File: src/aqscw_regs.svh
// Register offsets, field positions, reset values and timing counts of the queue sequencer
`ifndef AQSCW_REGS_SVH
`define AQSCW_REGS_SVH
`define AQSCW_OFS_CTRL 12'h000
`define AQSCW_OFS_STAT 12'h004
`define AQSCW_OFS_PTRS 12'h008
`define AQSCW_OFS_PRESC 12'h00c
`define AQSCW_OFS_SWTRIG 12'h010
`define AQSCW_TBL_PAGE 4'h1
`define AQSCW_CTRL_RST 16'h0000
`define AQSCW_PRESC_RST 8'h00
`define AQSCW_PTRS_RST 16'h3f3f
`define AQSCW_QPTR_RST 6'h3f
`define AQSCW_CWP_RST 6'h00
`define AQSCW_Q1_START 6'h00
`define AQSCW_EOQ_CODE 6'h3f
`define AQSCW_LAST_WORD 6'h3f
`define AQSCW_REF_FIRST 6'h3c
`define AQSCW_REF_LAST 6'h3e
`define AQSCW_CTRL_Q1MODE 0
`define AQSCW_CTRL_Q2MODE 2
`define AQSCW_CTRL_Q1SRC 4
`define AQSCW_CTRL_Q2SRC 5
`define AQSCW_CTRL_BQ2 8
`define AQSCW_SWTRIG_Q1 0
`define AQSCW_SWTRIG_Q2 1
`define AQSCW_SAMPLE_BASE 8'h02
`define AQSCW_PEND_CYCLES 3'h2
`define AQSCW_CONV_CLKS 8'h0a
`endif

File: src/aqscw_pkg.sv
// Types of the queue sequencer: modes, queue states, command word, result and block state
package aqscw_pkg;
  typedef enum logic [1:0] {MODE_OFF, MODE_TRIG, MODE_SW, MODE_GATED} aqscw_mode_t;
  typedef enum logic [1:0] {Q1_IDLE, Q1_PAUSED, Q1_ACTIVE} aqscw_q1_t;
  typedef enum logic [2:0] {Q2_IDLE, Q2_PAUSED, Q2_ACTIVE, Q2_SUSP, Q2_PEND} aqscw_q2_t;
  typedef enum logic [1:0] {SEQ_IDLE, SEQ_FETCH, SEQ_CONV} aqscw_seq_t;
  typedef struct packed {
    logic [5:0] rsvd;
    logic pause;
    logic bypass;
    logic [1:0] sample_time_select;
    logic [5:0] channel_select;
  } aqscw_ccw_t;
  typedef struct packed {
    logic valid;
    logic queue;
    logic [5:0] word;
    logic [5:0] channel_select;
    logic [1:0] sample_time_select;
    logic amplifier_bypass;
  } aqscw_result_t;
  typedef struct packed {
    logic waitreq;
    logic [31:0] rdata;
    logic [15:0] ctrl;
    logic [7:0] presc;
    logic [7:0] div_cnt;
    logic conv_tick;
    logic pin1;
    logic pin2;
    logic [63:0][15:0] words;
    aqscw_q1_t q1st;
    aqscw_q2_t q2st;
    aqscw_seq_t seq;
    logic cur_q;
    logic [5:0] cur_ptr;
    logic [5:0] current_word_pointer;
    logic [5:0] q1_next;
    logic q1_wrap;
    logic [5:0] q2_next;
    logic q2_wrap;
    logic [5:0] first_queue_pointer;
    logic [5:0] second_queue_pointer;
    logic [7:0] cnt;
    logic [2:0] pend;
    aqscw_ccw_t word;
    aqscw_result_t res;
  } aqscw_state_t;
endpackage

File: src/aqscw_core.sv
// Two-queue converter sequencer: queue states, word pointers and command word table
//
// Overview of operation
// At most one queue active; either or both queues may be paused.
// A paused queue executes nothing until its own next trigger arrives.
// Queue 1 trigger aborts running queue 2, which shows suspended until queue 1 stops.
// Queue 2 trigger during active queue 1 goes pending; only queue 2 suspends or pends.
// Pending queue 2 stays pending a few cycles after queue 1 stops.
// Stop mode returns the queue status field to both queues idle.
// Debug freeze leaves the queue status field untouched.
// Current pointer is six bits, read only, writes ignored.
// On pause the current pointer holds the pausing word until any trigger.
// Current pointer may move to the new queue before its status shows active.
// Scan ending on end-of-queue channel leaves current pointer at that word.
// Queue ending past word 63 without end code leaves current pointer at zero.
// Queue 1 ending at queue 2 start word points there; queue 1 pointer keeps its last.
// Stop mode clears current pointer to zero; freeze leaves it alone.
// Per-queue pointer register is read only and stop resets it to 3f3f.
// Queue 1 pointer updates only when a queue 1 result is written; queue 2 results leave it.
// Stop mode sets queue 1 pointer to 63; freeze keeps it.
// Queue 2 pointer read only, updates on result, stop sets 63, freeze keeps.
// Pause flag set: convert word, then pause; next trigger resumes at next word.
// Pause flag ignored in software-controlled and gated modes.
// Sample time codes 0..3 give 2, 4, 8 or 16 conversion clocks.
// Channel 63 ends queue; channels 60 to 62 bypass the sampling amplifier.
`timescale 1ns/1ps
`default_nettype none
`include "aqscw_regs.svh"
module aqscw_core #(
  parameter logic [7:0] CONV_CLKS = `AQSCW_CONV_CLKS,
  parameter logic [2:0] PEND_CYCLES = `AQSCW_PEND_CYCLES
) (
  // Clock and reset
  input wire logic clk_sys_in,
  input wire logic reset_in,
  // Avalon-MM slave
  input wire logic [11:0] avs_address_in,
  input wire logic avs_read_in,
  input wire logic avs_write_in,
  input wire logic [31:0] avs_writedata_in,
  input wire logic [3:0] avs_byteenable_in,
  output logic [31:0] avs_readdata_out,
  output logic avs_waitrequest_out,
  // Trigger sources
  input wire logic trig_q1_in,
  input wire logic trig_q2_in,
  input wire logic timer_tick_in,
  // Low-power and debug
  input wire logic stop_in,
  input wire logic freeze_in,
  // Result record of each finished conversion, valid for one cycle
  output var aqscw_pkg::aqscw_result_t result_out
);
  aqscw_pkg::aqscw_state_t st_q;
  aqscw_pkg::aqscw_state_t st_d;
  aqscw_pkg::aqscw_ccw_t w;
  aqscw_pkg::aqscw_mode_t m1;
  aqscw_pkg::aqscw_mode_t m2;
  aqscw_pkg::aqscw_mode_t mode;
  logic [5:0] bq2;
  logic [5:0] nxt;
  logic [5:0] start;
  logic [7:0] total;
  logic [3:0] qs;
  logic rd_acc;
  logic wr_acc;
  logic sw1;
  logic sw2;
  logic t1;
  logic t2;
  logic abort2;
  logic end_of_queue_code;
  logic wrap;
  logic gate;

  function automatic logic [15:0] be_merge(input logic [15:0] old_v, input logic [15:0] new_v,
                                           input logic [1:0] be);
    be_merge = {be[1] ? new_v[15:8] : old_v[15:8], be[0] ? new_v[7:0] : old_v[7:0]};
  endfunction

  function automatic logic trig_event(input aqscw_pkg::aqscw_mode_t md, input logic src,
                                      input logic edge_v, input logic tick, input logic sw);
    case (md)
      aqscw_pkg::MODE_TRIG: trig_event = src ? tick : edge_v;
      aqscw_pkg::MODE_GATED: trig_event = edge_v;
      aqscw_pkg::MODE_SW: trig_event = sw;
      default: trig_event = 1'b0;
    endcase
  endfunction

  function automatic logic [3:0] qs_code(input aqscw_pkg::aqscw_q1_t a,
                                         input aqscw_pkg::aqscw_q2_t b);
    logic [1:0] hi;
    logic [1:0] lo;
    hi = (a == aqscw_pkg::Q1_ACTIVE) ? 2'h2 : (a == aqscw_pkg::Q1_PAUSED) ? 2'h1 : 2'h0;
    case (b)
      aqscw_pkg::Q2_PAUSED: lo = 2'h1;
      aqscw_pkg::Q2_ACTIVE: lo = 2'h2;
      aqscw_pkg::Q2_SUSP: lo = 2'h2;
      aqscw_pkg::Q2_PEND: lo = 2'h3;
      default: lo = 2'h0;
    endcase
    qs_code = {hi, lo};
  endfunction

  assign qs = qs_code(st_q.q1st, st_q.q2st);
  assign m1 = aqscw_pkg::aqscw_mode_t'(st_q.ctrl[`AQSCW_CTRL_Q1MODE +: 2]);
  assign m2 = aqscw_pkg::aqscw_mode_t'(st_q.ctrl[`AQSCW_CTRL_Q2MODE +: 2]);
  assign bq2 = st_q.ctrl[`AQSCW_CTRL_BQ2 +: 6];
  assign w = st_q.words[st_q.cur_ptr];
  assign mode = st_q.cur_q ? m2 : m1;
  assign gate = st_q.cur_q ? trig_q2_in : trig_q1_in;
  assign start = st_q.cur_q ? bq2 : `AQSCW_Q1_START;
  assign wrap = st_q.cur_q ? st_q.q2_wrap : st_q.q1_wrap;
  assign nxt = st_q.cur_ptr + 6'h01;
  // Sample window doubles per code step, conversion part is fixed
  assign total = (`AQSCW_SAMPLE_BASE << st_q.word.sample_time_select) + CONV_CLKS;
  assign rd_acc = avs_read_in && !st_q.waitreq;
  assign wr_acc = avs_write_in && !st_q.waitreq && !stop_in;
  assign sw1 = wr_acc && avs_address_in == `AQSCW_OFS_SWTRIG && avs_byteenable_in[0]
               && avs_writedata_in[`AQSCW_SWTRIG_Q1];
  assign sw2 = wr_acc && avs_address_in == `AQSCW_OFS_SWTRIG && avs_byteenable_in[0]
               && avs_writedata_in[`AQSCW_SWTRIG_Q2];
  assign t1 = trig_event(m1, st_q.ctrl[`AQSCW_CTRL_Q1SRC], trig_q1_in && !st_q.pin1,
                         timer_tick_in, sw1) && !freeze_in && !stop_in;
  assign t2 = trig_event(m2, st_q.ctrl[`AQSCW_CTRL_Q2SRC], trig_q2_in && !st_q.pin2,
                         timer_tick_in, sw2) && !freeze_in && !stop_in;
  assign abort2 = t1 && st_q.q1st != aqscw_pkg::Q1_ACTIVE && st_q.q2st == aqscw_pkg::Q2_ACTIVE;
  assign end_of_queue_code = w.channel_select == `AQSCW_EOQ_CODE || wrap
               || (!st_q.cur_q && st_q.cur_ptr == bq2);

  always_comb begin
    st_d = st_q;
    st_d.res.valid = 1'b0;
    st_d.conv_tick = 1'b0;
    st_d.pin1 = trig_q1_in;
    st_d.pin2 = trig_q2_in;
    // One wait state: data is ready when waitrequest drops
    if ((avs_read_in || avs_write_in) && st_q.waitreq) begin
      st_d.waitreq = 1'b0;
      st_d.rdata = 32'h0000_0000;
      if (avs_address_in[11:8] == `AQSCW_TBL_PAGE) begin
        st_d.rdata[15:0] = st_q.words[avs_address_in[7:2]];
      end else begin
        case (avs_address_in)
          `AQSCW_OFS_CTRL: st_d.rdata[15:0] = st_q.ctrl;
          `AQSCW_OFS_STAT: st_d.rdata[9:0] = {qs, st_q.current_word_pointer};
          `AQSCW_OFS_PTRS: st_d.rdata[15:0] = {2'h0, st_q.first_queue_pointer, 2'h0,
                                               st_q.second_queue_pointer};
          `AQSCW_OFS_PRESC: st_d.rdata[7:0] = st_q.presc;
          default: st_d.rdata = 32'h0000_0000;
        endcase
      end
    end else begin
      st_d.waitreq = 1'b1;
    end
    // Status and pointer words are absent from the write decode
    if (wr_acc) begin
      if (avs_address_in[11:8] == `AQSCW_TBL_PAGE) begin
        st_d.words[avs_address_in[7:2]] = be_merge(st_q.words[avs_address_in[7:2]],
                                                   avs_writedata_in[15:0], avs_byteenable_in[1:0]);
      end else if (avs_address_in == `AQSCW_OFS_CTRL) begin
        st_d.ctrl = be_merge(st_q.ctrl, avs_writedata_in[15:0], avs_byteenable_in[1:0]);
      end else if (avs_address_in == `AQSCW_OFS_PRESC && avs_byteenable_in[0]) begin
        st_d.presc = avs_writedata_in[7:0];
      end
    end
    // Freeze holds the whole sequencer, the bus keeps answering
    if (!freeze_in) begin
      if (st_q.div_cnt == st_q.presc) begin
        st_d.div_cnt = 8'h00;
        st_d.conv_tick = 1'b1;
      end else begin
        st_d.div_cnt = st_q.div_cnt + 8'h01;
      end
      if (t1 && st_q.q1st != aqscw_pkg::Q1_ACTIVE) begin
        st_d.q1st = aqscw_pkg::Q1_ACTIVE;
        if (abort2) begin
          st_d.q2st = aqscw_pkg::Q2_SUSP;
          st_d.seq = aqscw_pkg::SEQ_IDLE;
        end
      end
      // Extra triggers while busy, suspended or pending are dropped
      if (t2 && (st_q.q2st == aqscw_pkg::Q2_IDLE || st_q.q2st == aqscw_pkg::Q2_PAUSED)) begin
        st_d.q2st = (st_d.q1st == aqscw_pkg::Q1_ACTIVE) ? aqscw_pkg::Q2_PEND
                                                         : aqscw_pkg::Q2_ACTIVE;
        // A fresh scan starts at the queue 2 start word; a paused one resumes
        if (st_q.q2st == aqscw_pkg::Q2_IDLE) begin
          st_d.q2_next = bq2;
          st_d.q2_wrap = 1'b0;
        end
      end
      if (st_q.q2st == aqscw_pkg::Q2_PEND && st_d.q1st != aqscw_pkg::Q1_ACTIVE) begin
        if (st_q.pend == 3'h0) begin
          st_d.current_word_pointer = st_q.q2_next;
        end
        if (st_q.pend == PEND_CYCLES - 3'h1) begin
          st_d.q2st = aqscw_pkg::Q2_ACTIVE;
          st_d.pend = 3'h0;
        end else begin
          st_d.pend = st_q.pend + 3'h1;
        end
      end else begin
        st_d.pend = 3'h0;
      end
      if (st_q.q2st == aqscw_pkg::Q2_SUSP && st_d.q1st != aqscw_pkg::Q1_ACTIVE) begin
        st_d.q2st = aqscw_pkg::Q2_ACTIVE;
      end
      if (!abort2) begin
        case (st_q.seq)
          aqscw_pkg::SEQ_IDLE: begin
            // Queue 1 always wins; a paused queue is never picked
            if (st_q.q1st == aqscw_pkg::Q1_ACTIVE) begin
              st_d.cur_q = 1'b0;
              st_d.cur_ptr = st_q.q1_next;
              st_d.seq = aqscw_pkg::SEQ_FETCH;
            end else if (st_q.q2st == aqscw_pkg::Q2_ACTIVE) begin
              st_d.cur_q = 1'b1;
              st_d.cur_ptr = st_q.q2_next;
              st_d.seq = aqscw_pkg::SEQ_FETCH;
            end
          end
          aqscw_pkg::SEQ_FETCH: begin
            st_d.current_word_pointer = st_q.cur_ptr;
            if (end_of_queue_code) begin
              st_d.seq = aqscw_pkg::SEQ_IDLE;
              if (!st_q.cur_q) begin
                st_d.q1st = aqscw_pkg::Q1_IDLE;
                st_d.q1_next = `AQSCW_Q1_START;
                st_d.q1_wrap = 1'b0;
              end else begin
                st_d.q2st = aqscw_pkg::Q2_IDLE;
                st_d.q2_next = bq2;
                st_d.q2_wrap = 1'b0;
              end
            end else begin
              st_d.word = w;
              st_d.cnt = 8'h00;
              st_d.seq = aqscw_pkg::SEQ_CONV;
            end
          end
          aqscw_pkg::SEQ_CONV: begin
            if (st_q.conv_tick && st_q.cnt == total - 8'h01) begin
              st_d.res.valid = 1'b1;
              st_d.res.queue = st_q.cur_q;
              st_d.res.word = st_q.cur_ptr;
              st_d.res.channel_select = st_q.word.channel_select;
              st_d.res.sample_time_select = st_q.word.sample_time_select;
              st_d.res.amplifier_bypass = st_q.word.bypass
                || (st_q.word.channel_select >= `AQSCW_REF_FIRST
                    && st_q.word.channel_select <= `AQSCW_REF_LAST);
              if (!st_q.cur_q) begin
                st_d.first_queue_pointer = st_q.cur_ptr;
                st_d.q1_next = nxt;
                st_d.q1_wrap = st_q.cur_ptr == `AQSCW_LAST_WORD;
              end else begin
                st_d.second_queue_pointer = st_q.cur_ptr;
                st_d.q2_next = nxt;
                st_d.q2_wrap = st_q.cur_ptr == `AQSCW_LAST_WORD;
              end
              if (st_q.word.pause && mode == aqscw_pkg::MODE_TRIG) begin
                st_d.seq = aqscw_pkg::SEQ_IDLE;
                if (!st_q.cur_q) begin
                  st_d.q1st = aqscw_pkg::Q1_PAUSED;
                end else begin
                  st_d.q2st = aqscw_pkg::Q2_PAUSED;
                end
              end else if (mode == aqscw_pkg::MODE_GATED && !gate) begin
                // Gate closed: scan stops and restarts from the queue start
                st_d.seq = aqscw_pkg::SEQ_IDLE;
                if (!st_q.cur_q) begin
                  st_d.q1st = aqscw_pkg::Q1_IDLE;
                  st_d.q1_next = start;
                  st_d.q1_wrap = 1'b0;
                end else begin
                  st_d.q2st = aqscw_pkg::Q2_IDLE;
                  st_d.q2_next = start;
                  st_d.q2_wrap = 1'b0;
                end
              end else begin
                st_d.cur_ptr = nxt;
                st_d.seq = aqscw_pkg::SEQ_FETCH;
              end
            end else if (st_q.conv_tick) begin
              st_d.cnt = st_q.cnt + 8'h01;
            end
          end
          default: st_d.seq = aqscw_pkg::SEQ_IDLE;
        endcase
      end
    end
    // Stop resets control and sequencing; the table keeps its contents
    if (stop_in) begin
      st_d.ctrl = `AQSCW_CTRL_RST;
      st_d.presc = `AQSCW_PRESC_RST;
      st_d.div_cnt = 8'h00;
      st_d.q1st = aqscw_pkg::Q1_IDLE;
      st_d.q2st = aqscw_pkg::Q2_IDLE;
      st_d.seq = aqscw_pkg::SEQ_IDLE;
      st_d.current_word_pointer = `AQSCW_CWP_RST;
      st_d.first_queue_pointer = `AQSCW_QPTR_RST;
      st_d.second_queue_pointer = `AQSCW_QPTR_RST;
      st_d.q1_next = `AQSCW_Q1_START;
      st_d.q2_next = 6'h00;
      st_d.q1_wrap = 1'b0;
      st_d.q2_wrap = 1'b0;
      st_d.pend = 3'h0;
      st_d.cnt = 8'h00;
      // A conversion cut by stop writes no result
      st_d.res.valid = 1'b0;
    end
  end

  always_ff @(posedge clk_sys_in or posedge reset_in) begin
    if (reset_in) begin
      st_q <= '0;
      st_q.waitreq <= 1'b1;
      st_q.ctrl <= `AQSCW_CTRL_RST;
      st_q.current_word_pointer <= `AQSCW_CWP_RST;
      st_q.first_queue_pointer <= `AQSCW_QPTR_RST;
      st_q.second_queue_pointer <= `AQSCW_QPTR_RST;
    end else begin
      st_q <= st_d;
    end
  end

  assign avs_readdata_out = st_q.rdata;
  assign avs_waitrequest_out = st_q.waitreq;
  assign result_out = st_q.res;
endmodule
`default_nettype wire

File: config.mk
export PLATFORM = sky130hd
export DESIGN_NAME = aqscw_core
export DESIGN_NICKNAME = d
export VERILOG_FILES = /design/src/aqscw_pkg.sv /design/src/aqscw_core.sv
export VERILOG_INCLUDE_DIRS = /design/src
export SDC_FILE = /design/constraint.sdc
export NUM_CORES = 2
export LEC_CHECK = 0
export ABC_AREA = 0
export BUFFER_PORTS_ARGS = -buffer_cell sky130_fd_sc_hd__buf_2
export CAP_MARGIN = 25
export CORE_MARGIN = 8
export CORE_UTILIZATION = 55
export CTS_BUF_LIST = sky130_fd_sc_hd__clkbuf_8
export CTS_CLUSTER_SIZE = 8
export DETAILED_ROUTE_END_ITERATION = 10
export HOLD_SLACK_MARGIN = 0.02
export PLACE_DENSITY = 0.8
export SETUP_SLACK_MARGIN = 0.5
export SLEW_MARGIN = 20
export SYNTH_ARGS = -nofsm -noshare
export SYNTH_HDL_FRONTEND = slang
export SYNTH_SLANG_ARGS = --single-unit
File: constraint.sdc
create_clock -name clk_sys_in -period 59.8 [get_ports clk_sys_in]
set_clock_uncertainty 0.15 [all_clocks]
set_input_delay 5.98 -clock clk_sys_in [delete_from_list [all_inputs] [get_ports clk_sys_in]]
set_output_delay 5.98 -clock clk_sys_in [all_outputs]
set_load 0.02 [all_outputs]
* Word level (Yosys, flattened, before mapping) *
Index checks and enable logic that the tools add are counted.

cells by class
  add/subtract/negate cells = 6
  magnitude comparators = 5
  equality and inequality tests = 45
  shift operators = 1
  multiplexer cells = 98
  bitwise logic cells = 3
  reductions and logical operators = 65

operators with widths
  cell                   count
  $bwmux W1024           1
  $bmux W16 S6           2
  $mux W16               7
  $demux W16 S6          1
  $mux W7                13
  $mux W90               1
  $mux W8                10
  $mux W54               1
  $mux W6                9
  $mux W24               2
  $mux W43               1
  $mux W14               3
  $mux W17               2
  $mux W33               1
  $mux W32               1
  $pmux W8 S4            1
  $pmux W14 S2           1
  $mux W3                9
  $mux W9                3
  $mux W26               1
  $logic_and A1 B1 Y1    25
  $eq A12 B4 Y1 const B  2
  $pmux W6 S2            2
  $reduce_and A4 Y1      6
  44 further kinds       118

storage, ports and cells
  bits in registers = 1166

* Longest topological paths before layout *
  depth after elaboration = 28
  gate-level depth with buffers = 15
  mapped depth without buffers = 10

* Worst setup path after synthesis *
No wires, ideal clock.

  path type = in2reg
  start point = input avs_address_in[3]
  end point = register st_q[878] (netlist name)
  setup time = 134 ps
  arrival time = 8807 ps
  required time = 59516 ps
  path slack = 50708 ps
  stages = 10
  buffers on the path = 5
  cell sequence = buf_2 -> buf_2 -> buf_2 -> buf_1 -> mux4_2 -> mux4_2 -> a221o_1 -> mux2i_2 -> clkbuf_1 -> o21ai_0

between the ends
  word-level cells in the longest chain between the ends = 5
  elaborated cells between the ends (all ways) = 9
  classes of those cells = order compare: 2; mux: 6; reduce/logical: 1

RTL lines
  element                                                             line               RTL
  start: declaration                                                  aqscw_core.sv:37   input wire logic [11:0] avs_address_in,
  $lt A6 B7 Y1 (implied by the code) or $ge A6 B1 Y1 (tied branches)  aqscw_core.sv:160  st_d.words[avs_address_in[7:2]] = be_merge(st_q.words[avs_address_in[7:2]],
  $logic_and A1 B1 Y1 (implied by the code)                           aqscw_core.sv:160
  $mux W16 (implied by the code)                                      aqscw_core.sv:160
  $demux W16 S6                                                       aqscw_core.sv:160
  $bwmux W1024 (*)                                                    aqscw_core.sv:160
  end signal: assignment                                              aqscw_core.sv:323  st_q <= st_d;
  end: declaration                                                    aqscw_core.sv:54   aqscw_pkg::aqscw_state_t st_q;

Every way passes the cells marked *; elsewhere a longest branch is shown, timed or not. The select of a mux whose other input is x is not followed.
A chain may end at the register's enable or synchronous reset.

* Final worst setup path *
  start point = input avs_address_in[2]
  end point = register st_q[687] (netlist name)

The elaborated chain is that of the path after synthesis.

==> reports/metrics.csv <==
metric,value,unit
status,finished clean,
start_util,55.1,%
yosysTopAreaCell,dfrtp_1,
maxCapViolCount,0,
yosys-top-cells-area,"dfrtp_1 50%, mux4_2 19%, nand2_1 7.0%",
crit_fanout,86,
async_reset_ff_share,100,%
cts_max_level,4,
hold_violations,0,
ir_drop,0.0243,mV
postCtsSetupRepairBufs,0,
hpwl,102000,µm
coreArea,105000,µm²
viasPerCell,6.58,
cp.arrival,11570,ps
drc_errors,0,
rr_endpoint,st_q[36]$_DFFE_PP0P_,
ys_ff_latch,1160,
fin_util,59.6,%
clock_path_buffers,3,
worstHoldPathType,reg -> reg,
crit_required,60340,ps
grt_max_degree,199,
gp_congestion,0.945,
die_h,340,µm
insertion_delay,870,ps
clkPwrFrac,41.7,%
via_count,43300,
fin_tns_setup,0,ps
slowest_stage,buf_4,
r2r_cells,11,
p_leak,26.5,nW
drive_gt1_share,20.1,%
r2r_setup_slack,54110,ps
detail_route.wl_per_cell,24.9,µm
clock.fmax,90.6,MHz
numClockSinks,1160,
cts_hold_buf,0,
area_growth,8.09,%
path_clk_slew,70,ps
critPathKind,in -> reg,
power_density,25.3,nW/µm²
antenna_found_initial,8,
start_kind,input pin,
netSwitchingFraction,26.2,%
rows,119,
crit_chain,"buf_8, buf_12, buf_4, buf_4, mux4_2, mux4_2, mux2_2, a221o_1, mux2i_4, buf_4, o21ai_0",
seq_power_share,50.3,%
yosys_warnings,0,
synth.cell_area,57700,µm²
fp.dieW,340,µm
synth_edf_count,0,
cellInternalPower,1.17,mW
dieArea,116000,µm²
drt-total-wl,164000,µm
grt_pass1_vias,43400,
netlist_instances,5167,
cts_resized,0,
dr.first_iter.drc_count,5536,
synth_area_per_cell,11.2,µm²
worst_pin_slew,1130,ps
antenna_left,0,
end_kind,register,
rsz0062_at_grt,no,
r2r_start,st_q[76]$_DFFE_PP0P_,
ys_seq_area_share,50.3,%
p_sw,414,µW
synth_top_area_share,49.8,%
synth_ff_type,dfrtp_1,
setup-violations-final,0,
grt.total_usage,28.2,%
relSlewSlack,23.9,%
period_share,18.5,%
overflow,0,
crit_start,avs_address_in[2],
cts-root-buf,clkbuf_8,
grt_pass1_wl,255000,µm
drv_slew,0,
setup_ws,48760,ps
place_ws,47840,ps
cts_tree,built,
numCtsBuffers,184,
final_nets,5122,
hold_end,st_q[121]$_DFFE_PP0P_,
portBuffers,72,
hold_start,st_q[121]$_DFFE_PP0P_,
ioPinCount,107,
crit_top_cell,buf_4,
first_pass_iters,6,
max_stage_delay,740,ps
min_period,11040,ps
whs_path_depth,2,
synth_cell_types,81,
combPwrFrac,8.0,%
-- worst max path at each step --
stage,endpoint,slack [ps],depth (start not counted)
after floorplan,avs_readdata_out[0]$_DFFE_PP0P_,21020,1
after global placement,st_q[1082]$_DFFE_PP0P_,47700,11
after detailed placement,st_q[124]$_DFFE_PP0P_,47840,10
after CTS,st_q[124]$_DFFE_PP0P_,48760,10
after global routing,st_q[687]$_DFFE_PP0P_,48380,11
final,st_q[687]$_DFFE_PP0P_,48760,11
-- layout make-up --
| cell class | instances | area [µm²] |
|---|---|---|
| Fill cell | 7965 | 42300 |
| Sequential cell | 1160 | 29100 |
| Multi-Input combinational cell | 3478 | 26300 |
| Clock buffer | 221 | 3040 |
| Tap cell | 1391 | 1740 |
| Timing Repair Buffer | 210 | 1600 |
| Clock inverter | 98 | 498 |
| Inverter | 23 | 93.8 |
| Antenna cell | 5 | 12.5 |
-- worst max-delay path: cells and delay by family --
kind | cells | cell delay [ps]
buffers and inverters | 5 | 3240
multiplexers | 4 | 1530
AO/OA/AOI/OAI | 2 | 630
-- cells in the mapped netlist (9+ instances only) --
cell type  number
o22ai_1        17
buf_4          63
o211ai_1       21
clkbuf_1      298
nor3_1         22
nor2b_1        20
a31oi_1        11
mux4_2        492
a21oi_1       190
inv_1          20
a22oi_1        36
o221ai_1       10
o21ai_1       637
dfstp_2        13
mux2_2         32
o21ai_0       316
buf_1          24
dfrtp_1      1147
mux2i_2        13
a221oi_1       11
xor2_1         16
mux2i_1        77
o31ai_1        15
nand4_1        13
nand3_1        31
xnor2_1         9
and3_1         13
buf_2         125
nand2b_1       14
nor2_1        223
nand2_1      1074
-- power groups by stage --
stage               combinational [mW]  clock, mW  sequential, mW
floorplan                       0.0828          0           0.807
global placement                 0.121          0           0.808
detailed placement               0.122          0           0.808
CTS                              0.122      0.665           0.794
global route                     0.132      0.700           0.794
finish                           0.126      0.659           0.794
-- kinds of logic after synthesis --
| kind of cell | count (synthesis) | synth area share, % |
|---|---|---|
| buf+inv | 544 | 4.38 |
| compound gates | 1344 | 12.7 |
| mux | 625 | 21.8 |
| simple gates | 1460 | 10.2 |
| flops | 1160 | 50.3 |
| xor+xnor | 25 | 0.380 |
| fa+ha+maj | 8 | 0.174 |
| other cells | 1 | 0.00650 |
-- per-layer routing --
| metal | track usage [%] | part of all wire (%) |
|---|---|---|
| met5 | 0 | 0.015 |
| met2 | 42.4 | 45 |
| met1 | 35.8 | 36 |
| met4 | 16.9 | 6.6 |
| met3 | 9.01 | 12 |
-- cells in the final DEF, fill, tap and decap left out, drive strengths merged, types with 15 or more instances in the layout --
cell type  instances
mux4             492
o21ai            953
nand3             33
conb              16
a21oi            193
o31ai             15
dfrtp           1147
mux2              40
clkbuf           221
buf              210
mux2i             93
o211ai            21
inv              106
xor2              16
nor3              24
o22ai             17
nor2b             20
nand2           1074
a22oi             36
nor2             223
-- metrics by stage --
step	instances	instance area, µm²	hold WS (ps)	total power, mW
detailed placement	6257	58700	318	0.930
global route	6583	62300	346	1.63
floorplan	5182	57700	295	0.889
CTS	6576	62200	331	1.58
global placement	6254	58600	307	0.929
finish	6586	62400	331	1.58
-- flip-flops by register name, indices dropped and copies added, names as in the netlist --
| signal | flops |
|---|---|
| m2 | 2 |
| avs_readdata_out | 16 |
| result_out | 17 |
| bq2 | 6 |
| avs_waitrequest_out | 1 |
| m1 | 2 |
| st_q | 1116 |
(Power assumes the default switching activity.)
